**src/logic/ulprb_pkg.sv**
```systemverilog
package ulprb_pkg;

	// Immediate register addresses
	localparam logic [5:0] ADR_MAKER_LO   = 6'h00;
	localparam logic [5:0] ADR_MAKER_HI   = 6'h01;
	localparam logic [5:0] ADR_PART_LO    = 6'h02;
	localparam logic [5:0] ADR_PART_HI    = 6'h03;
	localparam logic [5:0] ADR_FUNC       = 6'h04;
	localparam logic [5:0] ADR_IFC        = 6'h07;
	localparam logic [5:0] ADR_DUAL       = 6'h0a;
	localparam logic [5:0] ADR_EN_RISE    = 6'h0d;
	localparam logic [5:0] ADR_EN_FALL    = 6'h10;
	localparam logic [5:0] ADR_EV_STATE   = 6'h13;
	localparam logic [5:0] ADR_EV_LATCH   = 6'h14;
	localparam logic [5:0] ADR_DEBUG      = 6'h15;
	localparam logic [5:0] ADR_SCRATCH    = 6'h16;
	localparam logic [5:0] ADR_CAR        = 6'h19;
	localparam logic [5:0] ADR_ESCAPE     = 6'h2f;
	localparam logic [5:0] ADR_POWER      = 6'h3d;
	localparam logic [7:0] EXT_LIMIT      = 8'h40;

	// Identity bytes, arbitrary values
	localparam logic [7:0] ID_MAKER_LO    = 8'h5a;
	localparam logic [7:0] ID_MAKER_HI    = 8'h01;
	localparam logic [7:0] ID_PART_LO     = 8'h23;
	localparam logic [7:0] ID_PART_HI     = 8'h00;

	// Reset values
	localparam logic [7:0] RST_FUNC       = 8'h41;
	localparam logic [7:0] RST_IFC        = 8'h00;
	localparam logic [7:0] RST_DUAL       = 8'h06;
	localparam logic [7:0] RST_EN         = 8'h1f;
	localparam logic [7:0] RST_POWER      = 8'h0a;
	localparam logic [7:0] RST_ZERO       = 8'h00;

	// Function-control fields
	localparam int F_SPD_LO   = 0;
	localparam int F_TERM     = 2;
	localparam int F_ENC_LO   = 3;
	localparam int F_RESET    = 5;
	localparam int F_SUSP_N   = 6;
	// Interface-control fields
	localparam int I_SER6     = 0;
	localparam int I_SER3     = 1;
	localparam int I_CARKIT   = 2;
	localparam int I_CLK_ON   = 3;
	localparam int I_AUTORES  = 4;
	localparam int I_INVERT   = 5;
	localparam int I_UNQUAL   = 6;
	localparam int I_PROT_DIS = 7;
	// Dual-role fields
	localparam int D_DP_PD    = 1;
	localparam int D_DM_PD    = 2;
	// Power-control fields
	localparam int P_OC_OFF   = 1;
	localparam int P_UART_SWP = 2;
	localparam int P_UART_LV  = 3;
	localparam logic [7:0] P_RSVD_MASK = 8'hf1;

	// Speed and encoding codes
	localparam logic [1:0] SPD_HS   = 2'h0;
	localparam logic [1:0] SPD_FS   = 2'h1;
	localparam logic [1:0] SPD_LS   = 2'h2;
	localparam logic [1:0] SPD_FSLS = 2'h3;
	localparam logic [1:0] ENC_NORM = 2'h0;
	localparam logic [1:0] ENC_NDRV = 2'h1;

	// Access kind from low address offset
	typedef enum logic [1:0] {
		ULPRB_WR,
		ULPRB_SET,
		ULPRB_CLR
	} ulprb_op_t;

	// Timing
	localparam int CLK_MHZ     = 200;
	localparam int CAL_NS      = 2000;
	localparam int CAL_CYC     = (CAL_NS * CLK_MHZ) / 1000;
	localparam int CORE_RST_NS = 500;
	localparam int CORE_RST_CYC = (CORE_RST_NS * CLK_MHZ + 999) / 1000;
	localparam int GAP_CYC     = 1;

endpackage

```
**src/logic/ulprb_bank.sv**
```systemverilog
// Operation
// RULE_01: Write address replaces all register bits with bus data.
// RULE_02: Set address ORs bus data into the register.
// RULE_03: Clear address zeroes register bits where bus data has ones.
// RULE_04: Control register at base/base+1/base+2 write/set/clear; all read back.
// RULE_05: Escape opens 8-bit space; 00-3F alias immediates, 40-FF reserved.
// RULE_06: Four constant read-only identity bytes at addresses 00 to 03.
// RULE_07: Power bit 1 turns overload detector off when one; resets one.
// RULE_08: Power bit 2 swaps UART pins; bit 3 selects low UART voltage.
// RULE_09: Link never writes ones to power bits 0 and 7 to 4.
// RULE_10: Speed field 00 HS, 01 FS reset, 10 LS, 11 FS with preamble.
// RULE_11: Changing speed to 00 stops the output clock during calibration.
// RULE_12: Termination bit effect depends on speed, encoding and pull-downs.
// RULE_13: Encoding field 00 normal, 01 non-driving, 10 no stuff, 11 raw HS.
// RULE_14: Reset bit asserts DIR, resets core, drops DIR, self-clears, sends RX CMD.
// RULE_15: Core reset keeps register contents and does not restart the PLL.
// RULE_16: Reset with suspend in one access enters low power, reset cleared.
// RULE_17: Active-low suspend; zero enters low power, set again on exit.
// RULE_18: Interface bits 0,1 select serial modes; cleared on serial exit.
// RULE_19: Interface bit 2 enables car-kit mode offering UART only.
// RULE_20: Interface bit 3 keeps clock on in serial modes; ignored while suspended.
// RULE_21: Interface bit 4 reserved, no auto-resume behaviour.
// RULE_22: Bit 5 inverts external VBUS flag; bit 6 skips VbusValid qualification.
// RULE_23: Bit 7 zero enables data pull-downs and STP pull-up protection.
module ulprb_bank
	import ulprb_pkg::*;
#(
	parameter int CAL_CYCLES  = CAL_CYC,
	parameter int CORE_CYCLES = CORE_RST_CYC
) (
	// Clock and reset
	input  wire logic       mclk_i,
	input  wire logic       rstn_i,
	// Register access from the ULPI protocol engine
	input  wire logic       acc_wr_i,
	input  wire logic       acc_rd_i,
	input  wire logic       acc_ext_i,
	input  wire logic [5:0] acc_addr_i,
	input  wire logic [7:0] acc_ext_addr_i,
	input  wire logic [7:0] acc_wdata_i,
	output logic      [7:0] acc_rdata_o,
	output logic            acc_rvalid_o,
	// Status from analog and link side
	input  wire logic       ext_vbus_flag_in_i,
	input  wire logic       vbus_valid_i,
	input  wire logic [4:0] event_src_i,
	input  wire logic [1:0] line_state_i,
	input  wire logic       low_power_exit_i,
	input  wire logic       serial_exit_i,
	input  wire logic       cal_done_i,
	// Transceiver controls
	output logic      [1:0] transceiver_speed_select_o,
	output logic      [1:0] transmit_encoding_mode_o,
	output logic            low_power_o,
	output logic            serial_fsls_6pin_o,
	output logic            serial_fsls_3pin_o,
	output logic            carkit_uart_o,
	output logic            serial_clock_keep_on_o,
	output logic            overload_detector_off_o,
	output logic            uart_swap_o,
	output logic            uart_low_voltage_sel_o,
	output logic            rpu_dp_en_o,
	output logic            rpu_dm_en_o,
	output logic            rpd_dp_en_o,
	output logic            rpd_dm_en_o,
	output logic            hsterm_en_o,
	output logic            data_pulldown_guard_o,
	output logic            stp_pullup_guard_o,
	output logic            ext_vbus_state_o,
	// Clock stop and core reset
	output logic            ulpi_clk_stop_o,
	output logic            core_reset_o,
	output logic            dir_force_o,
	output logic            rxcmd_req_o
);

	typedef enum logic [1:0] {
		ULPRB_IDLE,
		ULPRB_CORE,
		ULPRB_GAP
	} ulprb_rst_t;

	typedef struct packed {
		logic [7:0]  func;
		logic [7:0]  ifc;
		logic [7:0]  dual;
		logic [7:0]  en_rise;
		logic [7:0]  en_fall;
		logic [7:0]  latch;
		logic [7:0]  scratch;
		logic [7:0]  car;
		logic [7:0]  power;
		logic [4:0]  src_prev;
		logic [7:0]  rdata;
		logic        rvalid;
		logic [15:0] cal_cnt;
		logic        cal_on;
		ulprb_rst_t  rst_st;
		logic [15:0] rst_cnt;
		logic        rxcmd;
	} ulprb_state_t;

	ulprb_state_t st_ff;
	ulprb_state_t nxt_st;

	// Bus-facing outputs come from registers of the same clock domain
	function automatic logic [7:0] apply_op(input logic [7:0] cur, input logic [7:0] d,
		input logic [1:0] k);
		logic [7:0] r;
		r = cur;
		unique case (k)
			2'd0: r = d;          // RULE_01
			2'd1: r = cur | d;    // RULE_02
			2'd2: r = cur & ~d;   // RULE_03
			default: r = cur;
		endcase
		return r;
	endfunction

	// Does address hit the triplet at base
	function automatic logic hit3(input logic [5:0] a, input logic [5:0] base);
		return (a >= base) && (a <= base + 6'd2);
	endfunction

	logic [5:0] eff_addr;
	logic       eff_ok;
	logic [1:0] kind;
	logic [4:0] rise_ev;
	logic [4:0] fall_ev;
	logic [4:0] sticky_set;
	logic       vbus_ind;

	always_comb begin
		if (acc_ext_i) begin
			eff_ok   = acc_ext_addr_i < EXT_LIMIT;            // RULE_05
			eff_addr = acc_ext_addr_i[5:0];                   // RULE_05
		end else begin
			eff_ok   = 1'b1;
			eff_addr = acc_addr_i;
		end
	end

	assign rise_ev    = event_src_i & ~st_ff.src_prev;
	assign fall_ev    = ~event_src_i & st_ff.src_prev;
	assign sticky_set = (rise_ev & st_ff.en_rise[4:0]) | (fall_ev & st_ff.en_fall[4:0]);
	assign vbus_ind   = ext_vbus_flag_in_i ^ st_ff.ifc[I_INVERT];   // RULE_22

	always_comb begin
		logic [7:0] f_new;
		logic [5:0] base;
		f_new  = st_ff.func;
		base   = 6'h00;
		kind   = 2'd3;
		nxt_st = st_ff;
		nxt_st.rvalid   = 1'b0;
		nxt_st.rxcmd    = 1'b0;
		nxt_st.src_prev = event_src_i;
		nxt_st.latch    = st_ff.latch | {3'b000, sticky_set};

		// Calibration clock stop; a new HS entry below restarts it
		if (st_ff.cal_on) begin
			nxt_st.cal_cnt = st_ff.cal_cnt + 16'd1;
			if (cal_done_i || st_ff.cal_cnt >= 16'(CAL_CYCLES - 1))
				nxt_st.cal_on = 1'b0;                             // RULE_11
		end

		// Triplet decoding: offset within the triplet gives the kind
		if (hit3(eff_addr, ADR_FUNC)) base = ADR_FUNC;
		else if (hit3(eff_addr, ADR_IFC)) base = ADR_IFC;
		else if (hit3(eff_addr, ADR_DUAL)) base = ADR_DUAL;
		else if (hit3(eff_addr, ADR_EN_RISE)) base = ADR_EN_RISE;
		else if (hit3(eff_addr, ADR_EN_FALL)) base = ADR_EN_FALL;
		else if (hit3(eff_addr, ADR_SCRATCH)) base = ADR_SCRATCH;
		else if (hit3(eff_addr, ADR_CAR)) base = ADR_CAR;
		else if (hit3(eff_addr, ADR_POWER)) base = ADR_POWER;
		kind = 2'(eff_addr - base);                             // RULE_04

		if (acc_wr_i && eff_ok && (base != 6'h00 || eff_addr == ADR_FUNC)) begin
			unique case (base)
				ADR_FUNC: begin
					f_new = apply_op(st_ff.func, acc_wdata_i, kind);
					if (f_new[F_RESET] && !f_new[F_SUSP_N])
						f_new[F_RESET] = 1'b0;                     // RULE_16
					nxt_st.func = f_new;
					if (f_new[1:0] == SPD_HS && st_ff.func[1:0] != SPD_HS) begin
						nxt_st.cal_on  = 1'b1;                     // RULE_11
						nxt_st.cal_cnt = '0;
					end
				end
				ADR_IFC:     nxt_st.ifc     = apply_op(st_ff.ifc, acc_wdata_i, kind); // RULE_21
				ADR_DUAL:    nxt_st.dual    = apply_op(st_ff.dual, acc_wdata_i, kind);
				ADR_EN_RISE: nxt_st.en_rise = apply_op(st_ff.en_rise, acc_wdata_i, kind);
				ADR_EN_FALL: nxt_st.en_fall = apply_op(st_ff.en_fall, acc_wdata_i, kind);
				ADR_SCRATCH: nxt_st.scratch = apply_op(st_ff.scratch, acc_wdata_i, kind);
				ADR_CAR:     nxt_st.car     = apply_op(st_ff.car, acc_wdata_i, kind);
				ADR_POWER:   nxt_st.power   = apply_op(st_ff.power, acc_wdata_i, kind);
				default: ;
			endcase
		end

		if (acc_rd_i) begin
			nxt_st.rvalid = 1'b1;
			nxt_st.rdata  = RST_ZERO;
			if (eff_ok) begin
				unique case (eff_addr)
					ADR_MAKER_LO: nxt_st.rdata = ID_MAKER_LO;      // RULE_06
					ADR_MAKER_HI: nxt_st.rdata = ID_MAKER_HI;      // RULE_06
					ADR_PART_LO:  nxt_st.rdata = ID_PART_LO;       // RULE_06
					ADR_PART_HI:  nxt_st.rdata = ID_PART_HI;       // RULE_06
					ADR_EV_STATE: nxt_st.rdata = {3'b000, event_src_i};
					ADR_EV_LATCH: begin
						nxt_st.rdata = st_ff.latch | {3'b000, sticky_set};
						// Events arriving this cycle stay latched
						nxt_st.latch = {3'b000, sticky_set};
					end
					ADR_DEBUG:    nxt_st.rdata = {6'h00, line_state_i};
					default: begin
						unique case (base)
							ADR_FUNC:    nxt_st.rdata = st_ff.func;     // RULE_04
							ADR_IFC:     nxt_st.rdata = st_ff.ifc;
							ADR_DUAL:    nxt_st.rdata = st_ff.dual;
							ADR_EN_RISE: nxt_st.rdata = st_ff.en_rise;
							ADR_EN_FALL: nxt_st.rdata = st_ff.en_fall;
							ADR_SCRATCH: nxt_st.rdata = st_ff.scratch;
							ADR_CAR:     nxt_st.rdata = st_ff.car;
							ADR_POWER:   nxt_st.rdata = st_ff.power;
							default:     nxt_st.rdata = RST_ZERO;
						endcase
					end
				endcase
			end
		end

		// Core reset sequence; register contents untouched except the reset bit
		unique case (st_ff.rst_st)
			ULPRB_IDLE: begin
				if (st_ff.func[F_RESET] && st_ff.func[F_SUSP_N]) begin
					nxt_st.rst_st  = ULPRB_CORE;                   // RULE_14
					nxt_st.rst_cnt = '0;
				end
			end
			ULPRB_CORE: begin
				nxt_st.rst_cnt = st_ff.rst_cnt + 16'd1;
				if (st_ff.rst_cnt >= 16'(CORE_CYCLES - 1)) begin
					nxt_st.rst_st = ULPRB_GAP;
					nxt_st.func[F_RESET] = 1'b0;                  // RULE_14
				end
			end
			ULPRB_GAP: begin
				nxt_st.rst_st = ULPRB_IDLE;
				nxt_st.rxcmd  = 1'b1;                            // RULE_14
			end
		endcase

		// Hardware events override software in the same cycle
		if (low_power_exit_i && !st_ff.func[F_SUSP_N])
			nxt_st.func[F_SUSP_N] = 1'b1;                        // RULE_17
		if (serial_exit_i) begin
			nxt_st.ifc[I_SER6] = 1'b0;                           // RULE_18
			nxt_st.ifc[I_SER3] = 1'b0;                           // RULE_18
		end
	end

	always_ff @(posedge mclk_i) begin
		if (!rstn_i) begin
			st_ff <= '{func: RST_FUNC, ifc: RST_IFC, dual: RST_DUAL, en_rise: RST_EN,
				en_fall: RST_EN, power: RST_POWER, rst_st: ULPRB_IDLE, default: '0};
		end else begin
			st_ff <= nxt_st;
		end
	end

	// =====================================================================
	// Control outputs
	logic [1:0] spd;
	logic [1:0] enc;
	logic       term;
	logic       dp_pd;
	logic       dm_pd;
	assign spd   = st_ff.func[F_SPD_LO +: 2];
	assign enc   = st_ff.func[F_ENC_LO +: 2];
	assign term  = st_ff.func[F_TERM];
	assign dp_pd = st_ff.dual[D_DP_PD];
	assign dm_pd = st_ff.dual[D_DM_PD];

	assign acc_rdata_o                = st_ff.rdata;
	assign acc_rvalid_o               = st_ff.rvalid;
	assign transceiver_speed_select_o = spd;                 // RULE_10
	assign transmit_encoding_mode_o   = enc;                 // RULE_13
	assign low_power_o                = ~st_ff.func[F_SUSP_N];   // RULE_17
	assign serial_fsls_6pin_o         = st_ff.ifc[I_SER6];   // RULE_18
	assign serial_fsls_3pin_o         = st_ff.ifc[I_SER3];   // RULE_18
	assign carkit_uart_o              = st_ff.ifc[I_CARKIT]; // RULE_19
	// Auto-resume bit stored only, drives nothing
	assign serial_clock_keep_on_o     = st_ff.ifc[I_CLK_ON] & st_ff.func[F_SUSP_N]; // RULE_20
	assign overload_detector_off_o    = st_ff.power[P_OC_OFF];   // RULE_07
	assign uart_swap_o                = st_ff.power[P_UART_SWP]; // RULE_08
	assign uart_low_voltage_sel_o     = st_ff.power[P_UART_LV];  // RULE_08
	assign ext_vbus_state_o = st_ff.ifc[I_UNQUAL] ? vbus_ind : (vbus_ind & vbus_valid_i); // RULE_22

	// Termination matrix
	always_comb begin
		logic host;
		host        = dp_pd & dm_pd;
		rpd_dp_en_o = dp_pd;                                                 // RULE_12
		rpd_dm_en_o = dm_pd;                                                 // RULE_12
		rpu_dp_en_o = 1'b0;
		rpu_dm_en_o = 1'b0;
		hsterm_en_o = 1'b0;
		if (enc != ENC_NDRV) begin
			if (spd == SPD_HS) begin
				hsterm_en_o = ~term;                                         // RULE_12
				rpu_dp_en_o = term & ~host;                                  // RULE_12
			end else if (term && !host) begin
				rpu_dp_en_o = (spd != SPD_LS);                               // RULE_12
				rpu_dm_en_o = (spd == SPD_LS);                               // RULE_12
			end
		end
	end

	assign data_pulldown_guard_o = ~st_ff.ifc[I_PROT_DIS] | (st_ff.rst_st == ULPRB_CORE); // RULE_23
	assign stp_pullup_guard_o    = ~st_ff.ifc[I_PROT_DIS];                               // RULE_23
	assign ulpi_clk_stop_o       = st_ff.cal_on;                                          // RULE_11
	assign core_reset_o          = (st_ff.rst_st == ULPRB_CORE);                          // RULE_15
	assign dir_force_o           = (st_ff.rst_st == ULPRB_CORE) | st_ff.rxcmd;           // RULE_14
	assign rxcmd_req_o           = st_ff.rxcmd;                                           // RULE_14

	// =====================================================================
	// Assertions
	AST_WRITE: assert property (@(posedge mclk_i) disable iff (!rstn_i) // RULE_01
		acc_wr_i && !acc_ext_i && acc_addr_i == ADR_SCRATCH
		|=> st_ff.scratch == $past(acc_wdata_i)) else $error("scratch write lost");
	AST_SET: assert property (@(posedge mclk_i) disable iff (!rstn_i) // RULE_02
		acc_wr_i && !acc_ext_i && acc_addr_i == ADR_SCRATCH + 6'd1
		|=> st_ff.scratch == ($past(st_ff.scratch) | $past(acc_wdata_i)))
		else $error("set wrong");
	AST_CLEAR: assert property (@(posedge mclk_i) disable iff (!rstn_i) // RULE_03
		acc_wr_i && !acc_ext_i && acc_addr_i == ADR_SCRATCH + 6'd2
		|=> st_ff.scratch == ($past(st_ff.scratch) & ~$past(acc_wdata_i)))
		else $error("clear wrong");
	AST_ID: assert property (@(posedge mclk_i) disable iff (!rstn_i) // RULE_06
		acc_rd_i && !acc_ext_i && acc_addr_i == ADR_MAKER_LO
		|=> acc_rvalid_o && acc_rdata_o == ID_MAKER_LO) else $error("id wrong");
	AST_EXT_RSVD: assert property (@(posedge mclk_i) disable iff (!rstn_i) // RULE_05
		acc_rd_i && acc_ext_i && acc_ext_addr_i >= EXT_LIMIT
		|=> acc_rdata_o == RST_ZERO) else $error("reserved ext read");
	AST_CAL: assert property (@(posedge mclk_i) disable iff (!rstn_i) // RULE_11
		$rose(ulpi_clk_stop_o) |-> transceiver_speed_select_o == SPD_HS)
		else $error("clock stop without HS");
	AST_RST_SEQ: assert property (@(posedge mclk_i) disable iff (!rstn_i) // RULE_14
		$fell(core_reset_o) |-> !dir_force_o ##1 (dir_force_o && rxcmd_req_o))
		else $error("reset sequence wrong");
	AST_SUSP: assert property (@(posedge mclk_i) disable iff (!rstn_i) // RULE_16
		low_power_o |-> !core_reset_o ##0 !serial_clock_keep_on_o)
		else $error("suspend priority wrong");
	AST_PROT: assert property (@(posedge mclk_i) disable iff (!rstn_i) // RULE_23
		!st_ff.ifc[I_PROT_DIS] |-> data_pulldown_guard_o && stp_pullup_guard_o)
		else $error("protection off");
	AST_TRIPLET_RD: assert property (@(posedge mclk_i) disable iff (!rstn_i) // RULE_04
		acc_rd_i && !acc_ext_i && acc_addr_i == ADR_SCRATCH + 6'd2
		|=> acc_rvalid_o && acc_rdata_o == $past(st_ff.scratch)) else $error("triplet read wrong");
	AST_SUSP_RST: assert property (@(posedge mclk_i) disable iff (!rstn_i) // RULE_16
		acc_wr_i && !acc_ext_i && acc_addr_i == ADR_FUNC && !low_power_exit_i
		&& acc_wdata_i[F_RESET] && !acc_wdata_i[F_SUSP_N]
		|=> low_power_o && !st_ff.func[F_RESET]) else $error("reset kept under suspend");
	AST_LP_EXIT: assert property (@(posedge mclk_i) disable iff (!rstn_i) // RULE_17
		low_power_exit_i && low_power_o |=> !low_power_o) else $error("suspend not released");
	AST_SER_EXIT: assert property (@(posedge mclk_i) disable iff (!rstn_i) // RULE_18
		serial_exit_i |=> !serial_fsls_6pin_o && !serial_fsls_3pin_o)
		else $error("serial mode kept");
	AST_PROT_WR: assert property (@(posedge mclk_i) disable iff (!rstn_i) // RULE_23
		acc_wr_i && !acc_ext_i && acc_addr_i == ADR_IFC && !acc_wdata_i[I_PROT_DIS]
		|=> data_pulldown_guard_o && stp_pullup_guard_o) else $error("protection not restored");

endmodule

```
**config.mk**
```make
export PLATFORM = sky130hd
export DESIGN_NAME = ulprb_bank
export DESIGN_NICKNAME = d
export VERILOG_FILES = /design/src/logic/ulprb_pkg.sv /design/src/logic/ulprb_bank.sv
export SDC_FILE = /design/constraint.sdc
export NUM_CORES = 1
export LEC_CHECK = 0
export BUFFER_PORTS_ARGS = -buffer_cell sky130_fd_sc_hd__buf_2
export CORE_MARGIN = 2
export CORE_UTILIZATION = 59
export DETAILED_ROUTE_END_ITERATION = 8
export PLACE_DENSITY = 0.82
export REMOVE_ABC_BUFFERS = 1
export SYNTH_ARGS = -nofsm -noshare
export SYNTH_HDL_FRONTEND = slang
export SYNTH_SLANG_ARGS = --single-unit
```
**constraint.sdc**
```tcl
create_clock -name mclk_i -period 5.39 [get_ports mclk_i]
set_clock_uncertainty 0.05 [all_clocks]
set_input_delay 0.539 -clock mclk_i [delete_from_list [all_inputs] [get_ports mclk_i]]
set_output_delay 0.539 -clock mclk_i [all_outputs]
set_load 0.02 [all_outputs]
```
==> reports/results.ini <==
[outcome]
status=completed

[flow_run]
drv_cap=0

[routing]
wirelength_mm=19.46
drc=0
wl_per_cell_um=19.34
drtIter0Drc=808
viasPerCell=6.482
firstDrtPassIters=9
antenna_left=0
num_vias=6521

[worst_setup_path]
crit_path_cell_trace=buf_2, mux2_2, o211ai_1, a21oi_2, or3_1, ha_1, xor2_1, xnor2_1, ha_1, inv_1, nand3_1, nor3_1, nand2_1, o21ai_1
worst-path-stages=14
worstPathArrival_ps=4830
cpMaxStageDelayCell=nor3_1
critPathCaptureType=flip-flop
timing.rr.start=st_ff[18]$_SDFFE_PN0P_
critPathRequiredTime_ps=5790
r2r-end=st_ff[12]$_SDFFE_PN0P_
critPathLaunch=acc_ext_i
crit_path_max_fanout=36
max_stage_delay_ps=700
r2r_cells=8
critPathKind=in -> reg
crit_path_end=st_ff[55]$_SDFFE_PN0P_
cpMostUsedCell=ha_1
crit_family=simple AND/OR/NAND/NOR gates
r2r_slack_ps=3090
crit_buf_inv=2
critPathLaunchType=input pin

[floorplan]
io_pins=72
rows=38
initial_core_util=0.6019
die_area_um2=11870
chipHeight_um=108.9
core_area_um2=10790
die_w_um=108.9

[logic_synthesis]
yosysMostFrequentCell=dfxtp_1
yosys-top-cells-count=119 x dfxtp_1, 89 x nor2_1, 74 x nand2_1
ys_seq_elements=119
syn_area_per_cell_um2=8.010
synth_cell_types=77
synthesis.area_um2=6496
synthTopCellsByArea=dfxtp_1 37%, nor2_1 5.1%, o21ai_1 4.6%
synth_cells=811
ys_seq_area_frac=0.3667
synthFlopType=dfxtp_1
ys_warn_count=0
synthDominantCellAreaShare=0.3667
synth-edff-count=0
synth_top_area_cell=dfxtp_1
synthArstFlopShare=0

[sta]
fin_hold_ws_ps=167.7
setup_viol=0
finalCritPeriodShare=0.8215
worstMarginPinSlew_ps=1033
setup_ws_ps=962.2
fin_setup_tns_ps=0
finalHoldViolCount=0
rsz0062_at_grt=false
max_freq_mhz=225.8
drv_slew=0
relSlewSlack=0.3085
min_period_ps=4428

[clock_network]
cts_setup_buffers=0
path_clk_slew_ps=60
cts_resized=0
clockBufferDepth=2
htreeDepth=4
insertion_delay_ps=540
numCtsBuffers=17
clock_sinks=119
cts_tree=built
postCtsHoldBufs=0
cts-root-buf=clkbuf_8

[global_route]
overflow=0
grt_max_degree=64
antenna_found_initial=0
grt_pass1_vias=6116
grt_usage=0.3404
grt_pass1_wl_mm=30.84

[placement]
post-place-ws_ps=492.0
portBuffers=71
gp_congestion=0.9615
dp_hpwl_mm=14.01

[finish]
syn_to_final_growth_pct=13.94
antenna-diode-count=0
fill_cells=887
finalNetCount=902
final_layout_size_suffix_gt1_frac=0.1524

[worst_hold_path]
min_path_type=in -> reg
hold_depth=2

[power]
ir_drop_v=0.0002504
power_density_nw_per_um2=330.6
p_leak_nw=2.775

-- per-layer routing --
layer	wire length [um]	vias to the layer above	GRT usage
met2	8655	394	0.5200
met3	2028	71	0.08727
met4	778	0	0.1758
li1	-	3042	-
met1	7996	3014	0.4428
met5	0	-	0
-- through the flow --
| stage | total power, mW | area, um2 | util | cells |
|---|---|---|---|---|
| after floorplan | 1.158 | 6195 | - | 754 |
| after global placement | 1.284 | 6793 | 0.6294 | 974 |
| after detailed placement | 1.290 | 6793 | 0.6294 | 974 |
| after CTS | 2.441 | 7402 | 0.6858 | 1006 |
| after global routing | 2.526 | 7402 | 0.6858 | 1006 |
| final | 2.447 | 7402 | 0.6858 | 1006 |
-- registers in the layout, summed over array words and instances, names as in the netlist, 2 cells and up --
register / flops
st_ff: 96
transmit_encoding_mode_o: 2
transceiver_speed_select_o: 2
acc_rdata_o: 8
-- worst min path at each step --
stage	from	endpoint	slack, ps
floorplan	st_ff[74]$_SDFF_PN0_	st_ff[74]$_SDFF_PN0_	400
global placement	st_ff[67]$_SDFFE_PN0P_	st_ff[67]$_SDFFE_PN0P_	410
CTS	low_power_exit_i	st_ff[120]$_SDFFE_PP1P_	160
finish	low_power_exit_i	st_ff[120]$_SDFFE_PP1P_	170
detailed placement	st_ff[67]$_SDFFE_PN0P_	st_ff[67]$_SDFFE_PN0P_	430
global route	low_power_exit_i	st_ff[120]$_SDFFE_PP1P_	180
-- cell usage in the layout (no fill, tap or decap), drive strengths merged, types with 4 or more instances in the layout --
cell / netlist / final
ha: 10 / 10
and2: 9 / 9
nor3: 18 / 18
a221oi: 4 / 4
nand2: 75 / 75
a22oi: 19 / 19
a32oi: 6 / 6
a21oi: 57 / 57
a31oi: 5 / 5
nand3: 21 / 21
dfxtp: 119 / 119
o22ai: 4 / 4
o31ai: 5 / 5
inv: 22 / 22
buf: 28 / 80
nand3b: 8 / 8
xnor2: 15 / 15
nor4: 5 / 5
or3: 7 / 7
nand4: 10 / 10
a2111oi: 4 / 4
clkbuf: 29 / 25
nor2b: 8 / 8
nor3b: 4 / 4
xor2: 18 / 18
or2: 6 / 6
nor2: 93 / 93
mux2i: 8 / 8
and3: 12 / 12
nand2b: 7 / 7
o211ai: 39 / 39
o21ai: 83 / 83
a211oi: 6 / 6
-- cells by family after synthesis --
logic type	share of synthesized area
adder cells (fa/ha/maj)	0.01926
AND/OR/NAND/NOR	0.2271
XOR/XNOR	0.04449
buffers and inverters	0.05971
AO/OA/AOI/OAI	0.2633
flip-flops	0.3667
multiplexers	0.01945
-- final cells by class --
class | instances | area, um2 | area share
Multi-Input combinational cell | 612 | 3726 | 0.5034
Sequential cell | 119 | 2382 | 0.3218
Clock buffer | 25 | 494.2 | 0.06677
Timing Repair Buffer | 80 | 422.9 | 0.05713
Tap cell | 140 | 175.2 | 0.02366
Clock inverter | 7 | 115.1 | 0.01555
Inverter | 23 | 86.33 | 0.01166
-- worst register-to-register path: cells and delay by family, from the launching register on --
family	cells	cell delay [ps]
flops	1	330
simple gates	3	690
fa+ha+maj	1	320
xor+xnor	1	120
compound gates	1	400
buf+inv	2	290
-- power breakdown --
group	internal, mW	total [mW]	switching [mW]
clock	0.764	1.16	0.397
sequential	0.894	0.903	0.00974
combinational	0.114	0.382	0.268
total	1.77	2.45	0.675
Power figures use the tool's default switching activity.
